`config.mk`:
```
export PLATFORM = sky130hd
export DESIGN_NAME = fbd_core
export DESIGN_NICKNAME = d
export VERILOG_FILES = /design/src/hw/fbd_pkg.sv /design/src/hw/fbd_alu_if.sv /design/src/hw/fbd_alu.sv /design/src/hw/fbd_core.sv
export SDC_FILE = /design/constraint.sdc
export NUM_CORES = 1
export LEC_CHECK = 0
export BUFFER_PORTS_ARGS = -buffer_cell sky130_fd_sc_hd__buf_2
export CAP_MARGIN = 25
export CORE_ASPECT_RATIO = 0.7
export CORE_UTILIZATION = 51
export CTS_CLUSTER_DIAMETER = 30
export CTS_CLUSTER_SIZE = 40
export DETAILED_ROUTE_END_ITERATION = 8
export MAX_ROUTING_LAYER = met4
export PLACE_DENSITY = 0.78
export SLEW_MARGIN = 20
export SYNTH_ARGS = -nofsm -noshare
export SYNTH_HDL_FRONTEND = slang
export SYNTH_SLANG_ARGS = --single-unit
```
`constraint.sdc`:
```
create_clock -name clk -period 6.22 [get_ports clk]
set_input_delay 0.933 -clock clk [delete_from_list [all_inputs] [get_ports clk]]
set_output_delay 0.933 -clock clk [all_outputs]
set_load 0.005 [all_outputs]
```
`src/hw/fbd_pkg.sv`:
```
// shared constants and types for the 4-bit core decode and execute block
package fbd_pkg;
  // widths
  localparam int PC_W   = 14;
  localparam int WORD_W = 10;
  localparam int NIB_W  = 4;
  localparam int RAM_AW = 10;
  localparam int W_W    = 2;

  // values after reset
  localparam logic [PC_W-1:0]  PC_RST     = 14'h0000;
  localparam logic             STATUS_RST = 1'b1;
  localparam logic [NIB_W-1:0] NIB_RST    = 4'h0;
  localparam logic [W_W-1:0]   W_RST      = 2'h0;

  // field positions
  localparam int PAGE_LSB    = 8;
  localparam int ZP_W        = 6;
  localparam int PAT_ACC_BIT = 8;
  localparam int PAT_OUT_BIT = 9;

  // opcode patterns, matched on the upper bits of the word
  localparam logic [1:0] OP_IN_PAGE     = 2'h3;  // word[9:8]
  localparam logic [3:0] OP_CAL         = 4'h7;  // word[9:6]
  localparam logic [5:0] OP_TABLE       = 6'h0b; // word[9:4]
  localparam logic [5:0] OP_PATTERN     = 6'h1b;
  localparam logic [5:0] OP_LAI         = 6'h23;
  localparam logic [5:0] OP_LBI         = 6'h20;
  localparam logic [5:0] OP_STORE_IMM_INC_Y       = 6'h29;
  localparam logic [5:0] OP_LWI         = 6'h0f;
  localparam logic [5:0] OP_LONG_JUMP   = 6'h15;
  localparam logic [5:0] OP_LONG_BRANCH = 6'h17;
  localparam logic [7:0] OP_LAM         = 8'h24; // word[9:2], then y x
  localparam logic [7:0] OP_LBM         = 8'h10;
  localparam logic [7:0] OP_LMA         = 8'h25;
  localparam logic [7:0] OP_XMA         = 8'h20;
  localparam logic [7:0] OP_XMB         = 8'h30;
  localparam logic [8:0] OP_ST_INC      = 9'h028; // word[9:1], then x
  localparam logic [8:0] OP_ST_DEC      = 9'h068;
  localparam logic [9:0] OP_SWAP_X      = 10'h001;
  localparam logic [9:0] OP_SWAP_Y      = 10'h002;
  localparam logic [9:0] OP_SWAP_XY     = 10'h003;
  localparam logic [9:0] OP_ADC         = 10'h018;
  localparam logic [9:0] OP_SBC         = 10'h098;
  localparam logic [9:0] OP_ROR         = 10'h0a0;
  localparam logic [9:0] OP_ROL         = 10'h0a1;
  localparam logic [9:0] OP_XMAD        = 10'h1a0;

  typedef enum logic [1:0] {ALU_ADD, ALU_SUB, ALU_ROR, ALU_ROL} fbd_alu_op_e;
  typedef enum {ST_FETCH, ST_OPER, ST_WAIT, ST_EXEC} fbd_state_e;
endpackage

```
`src/hw/fbd_alu_if.sv`:
```
// operand and result bundle between the core and its nibble alu
`timescale 1ns/1ps
interface fbd_alu_if;
  import fbd_pkg::*;
  fbd_alu_op_e      op;
  logic [NIB_W-1:0] opA;
  logic [NIB_W-1:0] opB;
  logic             carryIn;
  logic [NIB_W-1:0] res;
  logic             carryOut;
  modport core (output op, output opA, output opB, output carryIn, input res, input carryOut);
  modport alu  (input op, input opA, input opB, input carryIn, output res, output carryOut);
endinterface

```
`src/hw/fbd_alu.sv`:
```
// nibble alu: add and subtract with carry, rotate through carry
`timescale 1ns/1ps
module fbd_alu
  import fbd_pkg::*;
(
  // operands and results
  fbd_alu_if.alu bus
);
  logic [NIB_W:0] sum;
  logic [NIB_W:0] diff;

  // carry out of sum is overflow; top bit of diff is the borrow
  assign sum  = {1'b0, bus.opA} + {1'b0, bus.opB} + {4'h0, bus.carryIn};
  assign diff = {1'b0, bus.opA} - {1'b0, bus.opB} - {4'h0, ~bus.carryIn};

  // result select; all four codes are legal
  always_comb begin
    unique case (bus.op)
      ALU_ADD: begin
        bus.res      = sum[NIB_W-1:0];
        bus.carryOut = sum[NIB_W];
      end
      ALU_SUB: begin
        bus.res      = diff[NIB_W-1:0];
        bus.carryOut = ~diff[NIB_W];
      end
      ALU_ROR: begin
        bus.res      = {bus.carryIn, bus.opA[NIB_W-1:1]};
        bus.carryOut = bus.opA[0];
      end
      ALU_ROL: begin
        bus.res      = {bus.opA[NIB_W-2:0], bus.carryIn};
        bus.carryOut = bus.opA[NIB_W-1];
      end
    endcase
  end
endmodule

```
`src/hw/fbd_core.sv`:
```
// 4-bit core: branch address forming, pattern fetch and register/alu execute
//
// Notes on behaviour
// - in-page jump replaces pc bits 7..0 only
// - zero-page call loads bits 5..0, clears rest
// - table jump target from operand, b, acc
// - pattern bit 8 loads acc and b
// - pattern bit 9 loads both port outputs
// - pattern leaves pc at its normal advance
// - immediate loads of acc and b, one cycle
// - store immediate, step y, status nonzero
// - load w from immediate, one cycle
// - swap x, y or both with saved copies
// - ram-register ops swap per y x bits
// - store acc, step y, optional x swap
// - memory-acc exchange, direct and indirect forms
// - add with carry, status on overflow
// - subtract with borrow, status when no borrow
// - rotate acc through carry, one cycle
// - 14-bit pc, long forms load all bits
// - direct forms address ram by second word
// - zero-page call only on status, two cycles
`timescale 1ns/1ps
module fbd_core
  import fbd_pkg::*;
(
  // clock and reset
  input  wire logic              clk,
  input  wire logic              sys_rst,
  // program memory, asynchronous read
  output logic [PC_W-1:0]        romAddr,
  input  wire logic [WORD_W-1:0] romData,
  // data memory, asynchronous read, write on the edge after ramWe rises
  output logic [RAM_AW-1:0]      ramAddr,
  output logic [NIB_W-1:0]       ramWdata,
  output logic                   ramWe,
  input  wire logic [NIB_W-1:0]  ramRdata,
  // port output registers loaded by the pattern instruction
  output logic [NIB_W-1:0]       patternOutLow,
  output logic [NIB_W-1:0]       patternOutHigh,
  // visible core state
  output logic [NIB_W-1:0]       acc,
  output logic [NIB_W-1:0]       bReg,
  output logic                   status,
  output logic                   carry
);
  fbd_state_e       state;
  logic [PC_W-1:0]  pc;
  logic [WORD_W-1:0] ir;
  logic [WORD_W-1:0] word2;
  logic [WORD_W-1:0] patWord;
  logic [NIB_W-1:0] xReg;
  logic [NIB_W-1:0] yReg;
  logic [W_W-1:0]   wReg;
  logic [NIB_W-1:0] savedX;
  logic [NIB_W-1:0] savedY;

  fbd_alu_if aluBus ();

  fbd_alu u_alu (
    .bus (aluBus)
  );

  // table address: operand on top, then b, then acc
  function automatic logic [PC_W-1:0] tableAddr(input logic [NIB_W-1:0] p,
                                                input logic [NIB_W-1:0] b,
                                                input logic [NIB_W-1:0] a);
    return {2'b00, p, b, a};
  endfunction

  // words that carry a second word after the opcode
  function automatic logic isTwoWord(input logic [WORD_W-1:0] w);
    return (w == OP_XMAD) || (w[9:4] == OP_LONG_JUMP) || (w[9:4] == OP_LONG_BRANCH);
  endfunction

  // one-word instructions that need a second machine cycle
  function automatic logic isSlow(input logic [WORD_W-1:0] w);
    return (w[9:4] == OP_PATTERN) || (w[9:6] == OP_CAL);
  endfunction

  // opcode decode of the held instruction word
  logic isInPage, isCal, isTbr, isPat, isLai, isLbi, isLmiiy, isLwi;
  logic isJmpl, isBrl, isLam, isLbm, isLma, isXma, isXmb, isStInc, isStDec;
  logic isSwapX, isSwapY, isSwapXY, isAdc, isSbc, isRor, isRol, isXmad;
  assign isInPage = ir[9:8] == OP_IN_PAGE;
  assign isCal    = ir[9:6] == OP_CAL;
  assign isTbr    = ir[9:4] == OP_TABLE;
  assign isPat    = ir[9:4] == OP_PATTERN;
  assign isLai    = ir[9:4] == OP_LAI;
  assign isLbi    = ir[9:4] == OP_LBI;
  assign isLmiiy  = ir[9:4] == OP_STORE_IMM_INC_Y;
  assign isLwi    = ir[9:4] == OP_LWI;
  assign isJmpl   = ir[9:4] == OP_LONG_JUMP;
  assign isBrl    = ir[9:4] == OP_LONG_BRANCH;
  assign isLam    = ir[9:2] == OP_LAM;
  assign isLbm    = ir[9:2] == OP_LBM;
  assign isLma    = ir[9:2] == OP_LMA;
  assign isXma    = ir[9:2] == OP_XMA;
  assign isXmb    = ir[9:2] == OP_XMB;
  assign isStInc  = ir[9:1] == OP_ST_INC;
  assign isStDec  = ir[9:1] == OP_ST_DEC;
  assign isSwapX  = ir == OP_SWAP_X;
  assign isSwapY  = ir == OP_SWAP_Y;
  assign isSwapXY = ir == OP_SWAP_XY;
  assign isAdc    = ir == OP_ADC;
  assign isSbc    = ir == OP_SBC;
  assign isRor    = ir == OP_ROR;
  assign isRol    = ir == OP_ROL;
  assign isXmad   = ir == OP_XMAD;

  // grouped decode
  logic execNow, memRegOp, yStep, aluOp, swX, swY, patToAcc, patToOut, wrEn;
  logic [NIB_W-1:0] imm;
  assign execNow  = state == ST_EXEC;
  assign imm      = ir[NIB_W-1:0];
  assign memRegOp = isLam | isLbm | isLma | isXma | isXmb;
  assign yStep    = isLmiiy | isStInc | isStDec;
  assign aluOp    = isAdc | isSbc | isRor | isRol;
  assign swX      = isSwapX | isSwapXY | (memRegOp & ir[0]) | ((isStInc | isStDec) & ir[0]);
  assign swY      = isSwapY | isSwapXY | (memRegOp & ir[1]);
  assign patToAcc = isPat & patWord[PAT_ACC_BIT];
  assign patToOut = isPat & patWord[PAT_OUT_BIT];
  assign wrEn     = isLmiiy | isLma | isStInc | isStDec | isXma | isXmb | isXmad;

  // alu operand steering; y stepping reuses the adder so no second one is needed
  assign aluBus.op      = (isSbc | isStDec) ? ALU_SUB : isRor ? ALU_ROR : isRol ? ALU_ROL : ALU_ADD;
  assign aluBus.opA     = yStep ? yReg : (isRor | isRol) ? acc : ramRdata;
  assign aluBus.opB     = isStDec ? 4'h1 : yStep ? 4'h0 : acc;
  assign aluBus.carryIn = yStep ? 1'b1 : carry;

  // next register values, applied only in the execute state
  logic [NIB_W-1:0] next_acc, next_b, next_x, next_y, next_wdata;
  logic [W_W-1:0]   next_w;
  logic             next_status, next_carry;
  assign next_acc = isLai ? imm
                  : (isLam | isXma | isXmad) ? ramRdata
                  : aluOp ? aluBus.res
                  : patToAcc ? patWord[NIB_W-1:0]
                  : acc;
  assign next_b = isLbi ? imm
                : (isLbm | isXmb) ? ramRdata
                : patToAcc ? patWord[2*NIB_W-1:NIB_W]
                : bReg;
  assign next_x = swX ? savedX : xReg;
  assign next_y = yStep ? aluBus.res : swY ? savedY : yReg;
  assign next_w = isLwi ? imm[W_W-1:0] : wReg;
  // step results give nonzero or no-borrow; add and subtract give carry out, rotates and all others give one
  assign next_status = (isLmiiy | isStInc) ? (aluBus.res != 4'h0)
                     : (isStDec | isAdc | isSbc) ? aluBus.carryOut
                     : 1'b1;
  assign next_carry = aluOp ? aluBus.carryOut : carry;
  assign next_wdata = isLmiiy ? imm : isXmb ? bReg : acc;

  // branch target; status is the one left by the previous instruction
  logic [PC_W-1:0] next_pc;
  assign next_pc = (isInPage & status) ? {pc[PC_W-1:PAGE_LSB], ir[PAGE_LSB-1:0]}
                 : (isCal & status) ? {{(PC_W-ZP_W){1'b0}}, ir[ZP_W-1:0]}
                 : isTbr ? tableAddr(imm, bReg, acc)
                 : (isJmpl | (isBrl & status)) ? {imm, word2}
                 : pc;

  // sequencer: fetch, optional second word or wait, then execute
  always_ff @(posedge clk or posedge sys_rst) begin
    if (sys_rst) begin
      state <= ST_FETCH;
    end else begin
      unique case (state)
        ST_FETCH: state <= isTwoWord(romData) ? ST_OPER : isSlow(romData) ? ST_WAIT : ST_EXEC;
        ST_OPER:  state <= ST_EXEC;
        ST_WAIT:  state <= ST_EXEC;
        ST_EXEC:  state <= ST_FETCH;
      endcase
    end
  end

  // program counter and program memory address
  always_ff @(posedge clk or posedge sys_rst) begin
    if (sys_rst) begin
      pc      <= PC_RST;
      romAddr <= PC_RST;
    end else if (state == ST_FETCH) begin
      pc      <= pc + 14'h0001;
      romAddr <= isSlow(romData) ? tableAddr(romData[NIB_W-1:0], bReg, acc) : pc + 14'h0001;
    end else if (state == ST_OPER) begin
      pc      <= pc + 14'h0001;
    end else if (execNow) begin
      pc      <= next_pc;
      romAddr <= next_pc;
    end
  end

  // instruction, second word and pattern word holding registers
  always_ff @(posedge clk or posedge sys_rst) begin
    if (sys_rst) begin
      ir      <= '0;
      word2   <= '0;
      patWord <= '0;
    end else begin
      if (state == ST_FETCH) ir <= romData;
      if (state == ST_OPER) word2 <= romData;
      if (state == ST_WAIT) patWord <= romData; // the fetch only feeds data, never the pc
    end
  end

  // ram address: indirect at fetch, overridden by the second word
  always_ff @(posedge clk or posedge sys_rst) begin
    if (sys_rst) begin
      ramAddr <= '0;
    end else if (state == ST_FETCH) begin
      ramAddr <= {wReg, xReg, yReg};
    end else if (state == ST_OPER) begin
      ramAddr <= romData;
    end
  end

  // ram write strobe lasts exactly one clock, during the next fetch
  always_ff @(posedge clk or posedge sys_rst) begin
    if (sys_rst) begin
      ramWe    <= 1'b0;
      ramWdata <= NIB_RST;
    end else begin
      ramWe    <= execNow & wrEn;
      if (execNow) ramWdata <= next_wdata;
    end
  end

  // working registers
  always_ff @(posedge clk or posedge sys_rst) begin
    if (sys_rst) begin
      acc    <= NIB_RST;
      bReg   <= NIB_RST;
      xReg   <= NIB_RST;
      yReg   <= NIB_RST;
      wReg   <= W_RST;
      savedX <= NIB_RST;
      savedY <= NIB_RST;
      status <= STATUS_RST;
      carry  <= 1'b0;
    end else if (execNow) begin
      acc    <= next_acc;
      bReg   <= next_b;
      xReg   <= next_x;
      yReg   <= next_y;
      wReg   <= next_w;
      savedX <= swX ? xReg : savedX;
      savedY <= swY ? yReg : savedY;
      status <= next_status;
      carry  <= next_carry;
    end
  end

  // port output registers; both halves load together
  always_ff @(posedge clk or posedge sys_rst) begin
    if (sys_rst) begin
      patternOutLow  <= NIB_RST;
      patternOutHigh <= NIB_RST;
    end else if (execNow && patToOut) begin
      patternOutLow  <= patWord[NIB_W-1:0];
      patternOutHigh <= patWord[2*NIB_W-1:NIB_W];
    end
  end
endmodule

```
# After elaboration in Yosys (flattened, before gate mapping)
# Index checks and enable logic that the tools add are counted.
[word_totals]
out_inout_bits = 47
register_bits = 141
word_cells = 166
[classes]
n_bitwise = 40
addsub = 5
n_reduce_logical = 23
muxes = 38
eq_ne = 40
[ops]
columns = ["operator", "count"]
rows = [
  ["14-bit 2-to-1 mux", 10],
  ["32-bit by 2-bit equality test with 1-bit output (second input constant)", 3],
  ["32-bit one-hot mux with 3 select lines", 1],
  ["32-bit by 3-bit equality test with 1-bit output (second input constant)", 2],
  ["32-bit logical NOT", 2],
  ["4-bit 2-to-1 mux", 15],
  ["6-bit by 5-bit equality test with 1-bit output (second input constant)", 6],
  ["32-bit by 1-bit equality test with 1-bit output (second input constant)", 1],
  ["8-bit by 6-bit equality test with 1-bit output (second input constant)", 4],
  ["10-bit by 8-bit equality test with 1-bit output (second input constant)", 3],
  ["1-bit OR", 29],
  ["10-bit by 2-bit equality test with 1-bit output (second input constant)", 2],
  ["10-bit by 9-bit equality test with 1-bit output (second input constant)", 2],
  ["10-bit 2-to-1 mux", 2],
  ["6-bit equality test (second input constant)", 3],
  ["4-bit one-hot mux with 4 select lines", 1],
  ["2-bit AND reduction", 8],
  ["14-bit by 1-bit adder with 14-bit output (second input constant)", 1],
  ["6-bit by 4-bit equality test with 1-bit output (second input constant)", 2],
  ["10-bit by 1-bit equality test with 1-bit output (second input constant)", 1],
  ["10-bit by 5-bit equality test with 1-bit output (second input constant)", 1],
  ["1-bit AND", 9],
  ["9-bit by 6-bit equality test with 1-bit output (second input constant)", 1],
  ["9-bit by 7-bit equality test with 1-bit output (second input constant)", 1],
  ["20 further kinds", 36],
]

# Logic depth before layout (Yosys ltp)
[depth]
depth_word = 11
depth_mapped = 16
ltp_nobuf = 14

# Cells and area by module
# A second synthesis with hierarchy kept.
[hier_totals]
cells_unflattened = 692
hier_area_um2 = 6690.2
[by_module_without_submodules]
columns = ["module", "cells_each", "seq_area_each_um2", "n_inst", "area_per_inst_um2"]
rows = [
  ["fbd_core", 637, 2778.9, 1, 6182.2],
  ["fbd_alu", 55, 0.0, 1, 508.0],
]

# Least setup slack after synthesis
# Ideal clock, no wire load.
[synth_path]
path_kind = "reg-to-reg"
from = "register ir[9]"
to = "register acc[1]"
period_less_slack_ns = 3.480
path_buffers = 2
stages_incl_launch_ff = 14
arrival_time_ns = 3.355
slack_ns = 2.740
cell_sequence = "dfrtp_1 nor4_4 and3_1 buf_4 nor2_1 buf_2 o21ai_0 inv_1 fa_1 fa_1 a221o_1 nand2_1 o211ai_1 mux2_2"
[synth_between]
elab_chain_cells = 11
elab_cells_between_ends = 45
classes_between = "add/sub (4); eq/ne (15); mux (12); bitwise (11); reduce/logical (3)"
[synth_lines]
columns = ["element", "line", "text"]
rows = [
  ["start: declaration", "fbd_core.sv:49", "logic [WORD_W-1:0] ir;"],
  ["start signal: assignment", "fbd_core.sv:199", "if (state == ST_FETCH) ir <= romData;"],
  ["9-bit by 6-bit equality test with 1-bit output / 6-bit equality test (equally long branches)", "fbd_core.sv:100, fbd_core.sv:91", ""],
  ["1-bit OR (2 in a row)", "fbd_core.sv:117", "assign yStep = isLmiiy | isStInc | isStDec;"],
  ["4-bit 2-to-1 mux (2 in a row)", "fbd_core.sv:128", "assign aluBus.opB = isStDec ? 4'h1 : yStep ? 4'h0 : acc;"],
  ["4-bit by 4-bit subtractor with 5-bit output / 4-bit by 4-bit adder with 5-bit output (equally long branches)", "fbd_alu.sv:14, fbd_alu.sv:13", ""],
  ["5-bit by 1-bit subtractor with 5-bit output / 5-bit by 1-bit adder with 5-bit output (equally long branches)", "fbd_alu.sv:14, fbd_alu.sv:13", ""],
  ["4-bit one-hot mux with 4 select lines", "fbd_alu.sv:18", "unique case (bus.op)"],
  ["4-bit 2-to-1 mux", "fbd_core.sv:137", ": aluOp ? aluBus.res"],
  ["4-bit 2-to-1 mux", "fbd_core.sv:136", ": (isLam | isXma | isXmad) ? ramRdata"],
  ["4-bit 2-to-1 mux", "fbd_core.sv:135", "assign next_acc = isLai ? imm"],
  ["end signal: assignment", "fbd_core.sv:240", "acc <= next_acc;"],
  ["end: declaration", "fbd_core.sv:42", "output logic [NIB_W-1:0] acc,"],
]
# Several ways; a longest one is shown, not always the timed one.
# A chain may end at the register's enable or synchronous reset.

# Worst setup path in the final report
[layout_path]
from = "register ir[8]"
to = "register acc[2]"
# Same word-level chain as after synthesis.

==> results.ini <==
[clocking]
cts_max_level=3
clk_pin_slew_worst_paths_ns=0.09
numCtsBuffers=9
clockBufferDepth=2
cts-root-buf=clkbuf_16
insertion_delay_ns=0.37
post_cts_resized=0
cts_tree=yes
cts_hold_buffers=0
cts_sinks=111
post_cts_buffers=0

[setup_path]
critical_path.max_stage_delay_ns=0.64
cp-startpoint=ir[8]
reg2reg_to=acc[2]
setup.worst_path.end_class=register
r2r-start=ir[8]
path_buf_inv=1
r2r_setup_slack_ns=1.97
path_delay_family=simple AND/OR/NAND/NOR gates
crit_type=register to register
crit_arrival_ns=4.45
crit_path_end=acc[2]
cp.depth=14
path_max_fanout=13
cpMaxStageDelayCell=dfrtp_1
start_kind=register
worstPathCellList=nor2_1 -> and4_1 -> nor2_1 -> nand3_1 -> o21ai_0 -> inv_1 -> fa_1 -> fa_1 -> xnor2_1 -> nor4_1 -> o211ai_1 -> o21a_1 -> a22oi_1 -> o21ai_0
required_ns=6.42
reg2regPathDepth=14

[layout]
design_area_sq_um=7450
multi_input_area_sq_um=3670
fillers=1137
antenna_cells=0
syn2layout_area_growth_pct=10.2
nNetsFinal=770
final_common_cell=dfrtp_1
most-common-layout-cells=dfrtp_1, nand2_1, mux2_2
seqCellArea_sq_um=2780
drive_gt1_share_pct=22.3
layout.cells.non_filler=905

[synthesis]
async_flop_share_pct=100
postSynthCellCount=710
netlist_area_sq_um=6760
synth_cell_types=63
synth_top_cell_by_area=dfrtp_1
yosys_warnings=0
synth_ff_type=dfrtp_1
synth.top_cells.by_area=dfrtp_1, mux2_2, mux2i_1, nand2_1, o21ai_0
synth_fp_nets=742
postSynthAreaPerCell_sq_um=9.52
synth_edf_count=0
ys_ff_latch=111
synth.top_cell.area_share_pct=40.7
synth_seq_area_share_pct=41.1

[placement]
dpl_cell_area_sq_um=7110
gp_congestion=0.938
io_buffers=62
dp.cells=888
dp_hpwl_microns=15200

[detailed_routing]
drt_pass1_iterations=5
antenna_left=0
drtIter0Drc=753
wirelength_microns=21000
vias=5851
wl_per_cell_microns=23.2
drc=0
via_per_inst=6.47

[power_and_ir_drop]
ir_drop_mv=0.400
power_leakage_nw=3.29
power_mw=4.20
pwr_density_cell_nw_per_um2=564

[floorplan]
die_y_microns=98.3
core_area_sq_um=12700
initial_core_util_pct=53.3
ios=63
die_area_sq_um=13700
fp.dieW_microns=140
rows=34

[global_routing]
gr-total-overflow=0
grt_use_total_pct=32.5
grt_first_pass_wirelength_microns=32600
grt_pass1_vias=5525
grt_max_degree=70
antenna_found_initial=1

[flow_run]
max_cap_viol_count=0

[outcome]
status=finished clean

[timing]
rsz0062_at_grt=false
setup_viol=0
hold_viol=0
fmax_mhz=235
tightest_slew_ns=0.940
fin_setup_tns_ns=0
finalCritPeriodShare_pct=68.3
period_minus_slack_ns=4.25
relSlewSlack_pct=36.7
hold_slack_ns=0.492
slew_viol_final=0
finClkSkew_ns=0.0132

[hold_path]
hold_class=register to register

-- layout make-up --
cell class                 instances  share of cell area, %
clock buffer                       9                   3.02
clock inverter                     7                   1.29
inverter                          25                   1.29
multi-input combinational        521                   49.3
sequential                       111                   37.3
tap                              162                   2.72
timing repair buffer              70                   5.02
-- routing by layer --
metal / GRT usage, % / vias up / wire, microns
met5: - / - / 0
met4: 6.00 / 0 / 186
met3: 6.28 / 24 / 2120
met1: 50.1 / 2877 / 10200
met2: 43.7 / 342 / 8500
li1: - / 2608 / -
-- cell usage after synthesis (all sizes together) (5+ instances only) --
cell type,number
nand3,10
o211ai,14
ha,12
o22ai,6
nand2,75
mux2,67
a21oi,44
nor3,8
nand4,8
a21o,7
buf,16
nor2,53
clkbuf,37
nor4,6
a211oi,17
and3,12
o21ai,56
nor2b,5
dfrtp,110
o22a,7
a31oi,6
mux2i,37
xnor2,11
nor3b,6
inv,25
-- report_power, final --
group          total [mW]  internal, mW  switching (mW)
Clock               0.631         0.298           0.333
Combinational        2.10         0.946            1.15
Sequential           1.47          1.03           0.444
Total                4.20          2.27            1.93
-- flip-flops by register name, summed over array words and instances, names as in the netlist, 2 cells and up --
| name | flops |
|---|---|
| acc | 4 |
| bReg | 4 |
| ir | 10 |
| patWord | 10 |
| patternOutHigh | 4 |
| patternOutLow | 4 |
| pc | 14 |
| ramAddr | 10 |
| ramWdata | 4 |
| romAddr | 14 |
| savedX | 4 |
| savedY | 4 |
| state | 2 |
| wReg | 2 |
| word2 | 10 |
| xReg | 4 |
| yReg | 4 |
-- how the worst min path moves through the flow --
stage,depth (start not counted),startpoint,to
floorplan,2,savedY[1],savedY[1]
global placement,2,savedY[0],savedY[0]
global route,1,ramWdata[0],ramWdata[0]
CTS,2,savedY[2],savedY[2]
detailed placement,2,savedY[2],savedY[2]
finish,2,savedY[2],savedY[2]
-- per-stage QoR --
stage,setup WS [ns],util [%]
after global routing,1.56,58.8
after floorplan,2.36,-
after global placement,2.16,56.1
after CTS,2.06,58.6
final,1.97,58.8
after detailed placement,2.07,56.1
-- worst register-to-register path, stage by stage, from the launching register on --
cell and delay (ns):
dfrtp_1 0.64, nor2_1 0.19, and4_1 0.36, nor2_1 0.61
nand3_1 0.13, o21ai_0 0.22, inv_1 0.12, fa_1 0.47
fa_1 0.46, xnor2_1 0.17, nor4_1 0.20, o211ai_1 0.12
o21a_1 0.16, a22oi_1 0.15, o21ai_0 0.10
-- cells by family (layout without fill, tap and decap cells) --
logic type | count (synthesis) | after routing | synth area share [%]
buffers and inverters | 78 | 111 | 4.67
multiplexers | 105 | 105 | 17.0
flip-flops | 111 | 111 | 41.1
XOR/XNOR | 15 | 15 | 1.94
AO/OA/AOI/OAI | 184 | 184 | 17.5
adder cells (fa/ha/maj) | 16 | 16 | 3.41
AND/OR/NAND/NOR | 201 | 201 | 14.4
Power figures use the tool's default switching activity.
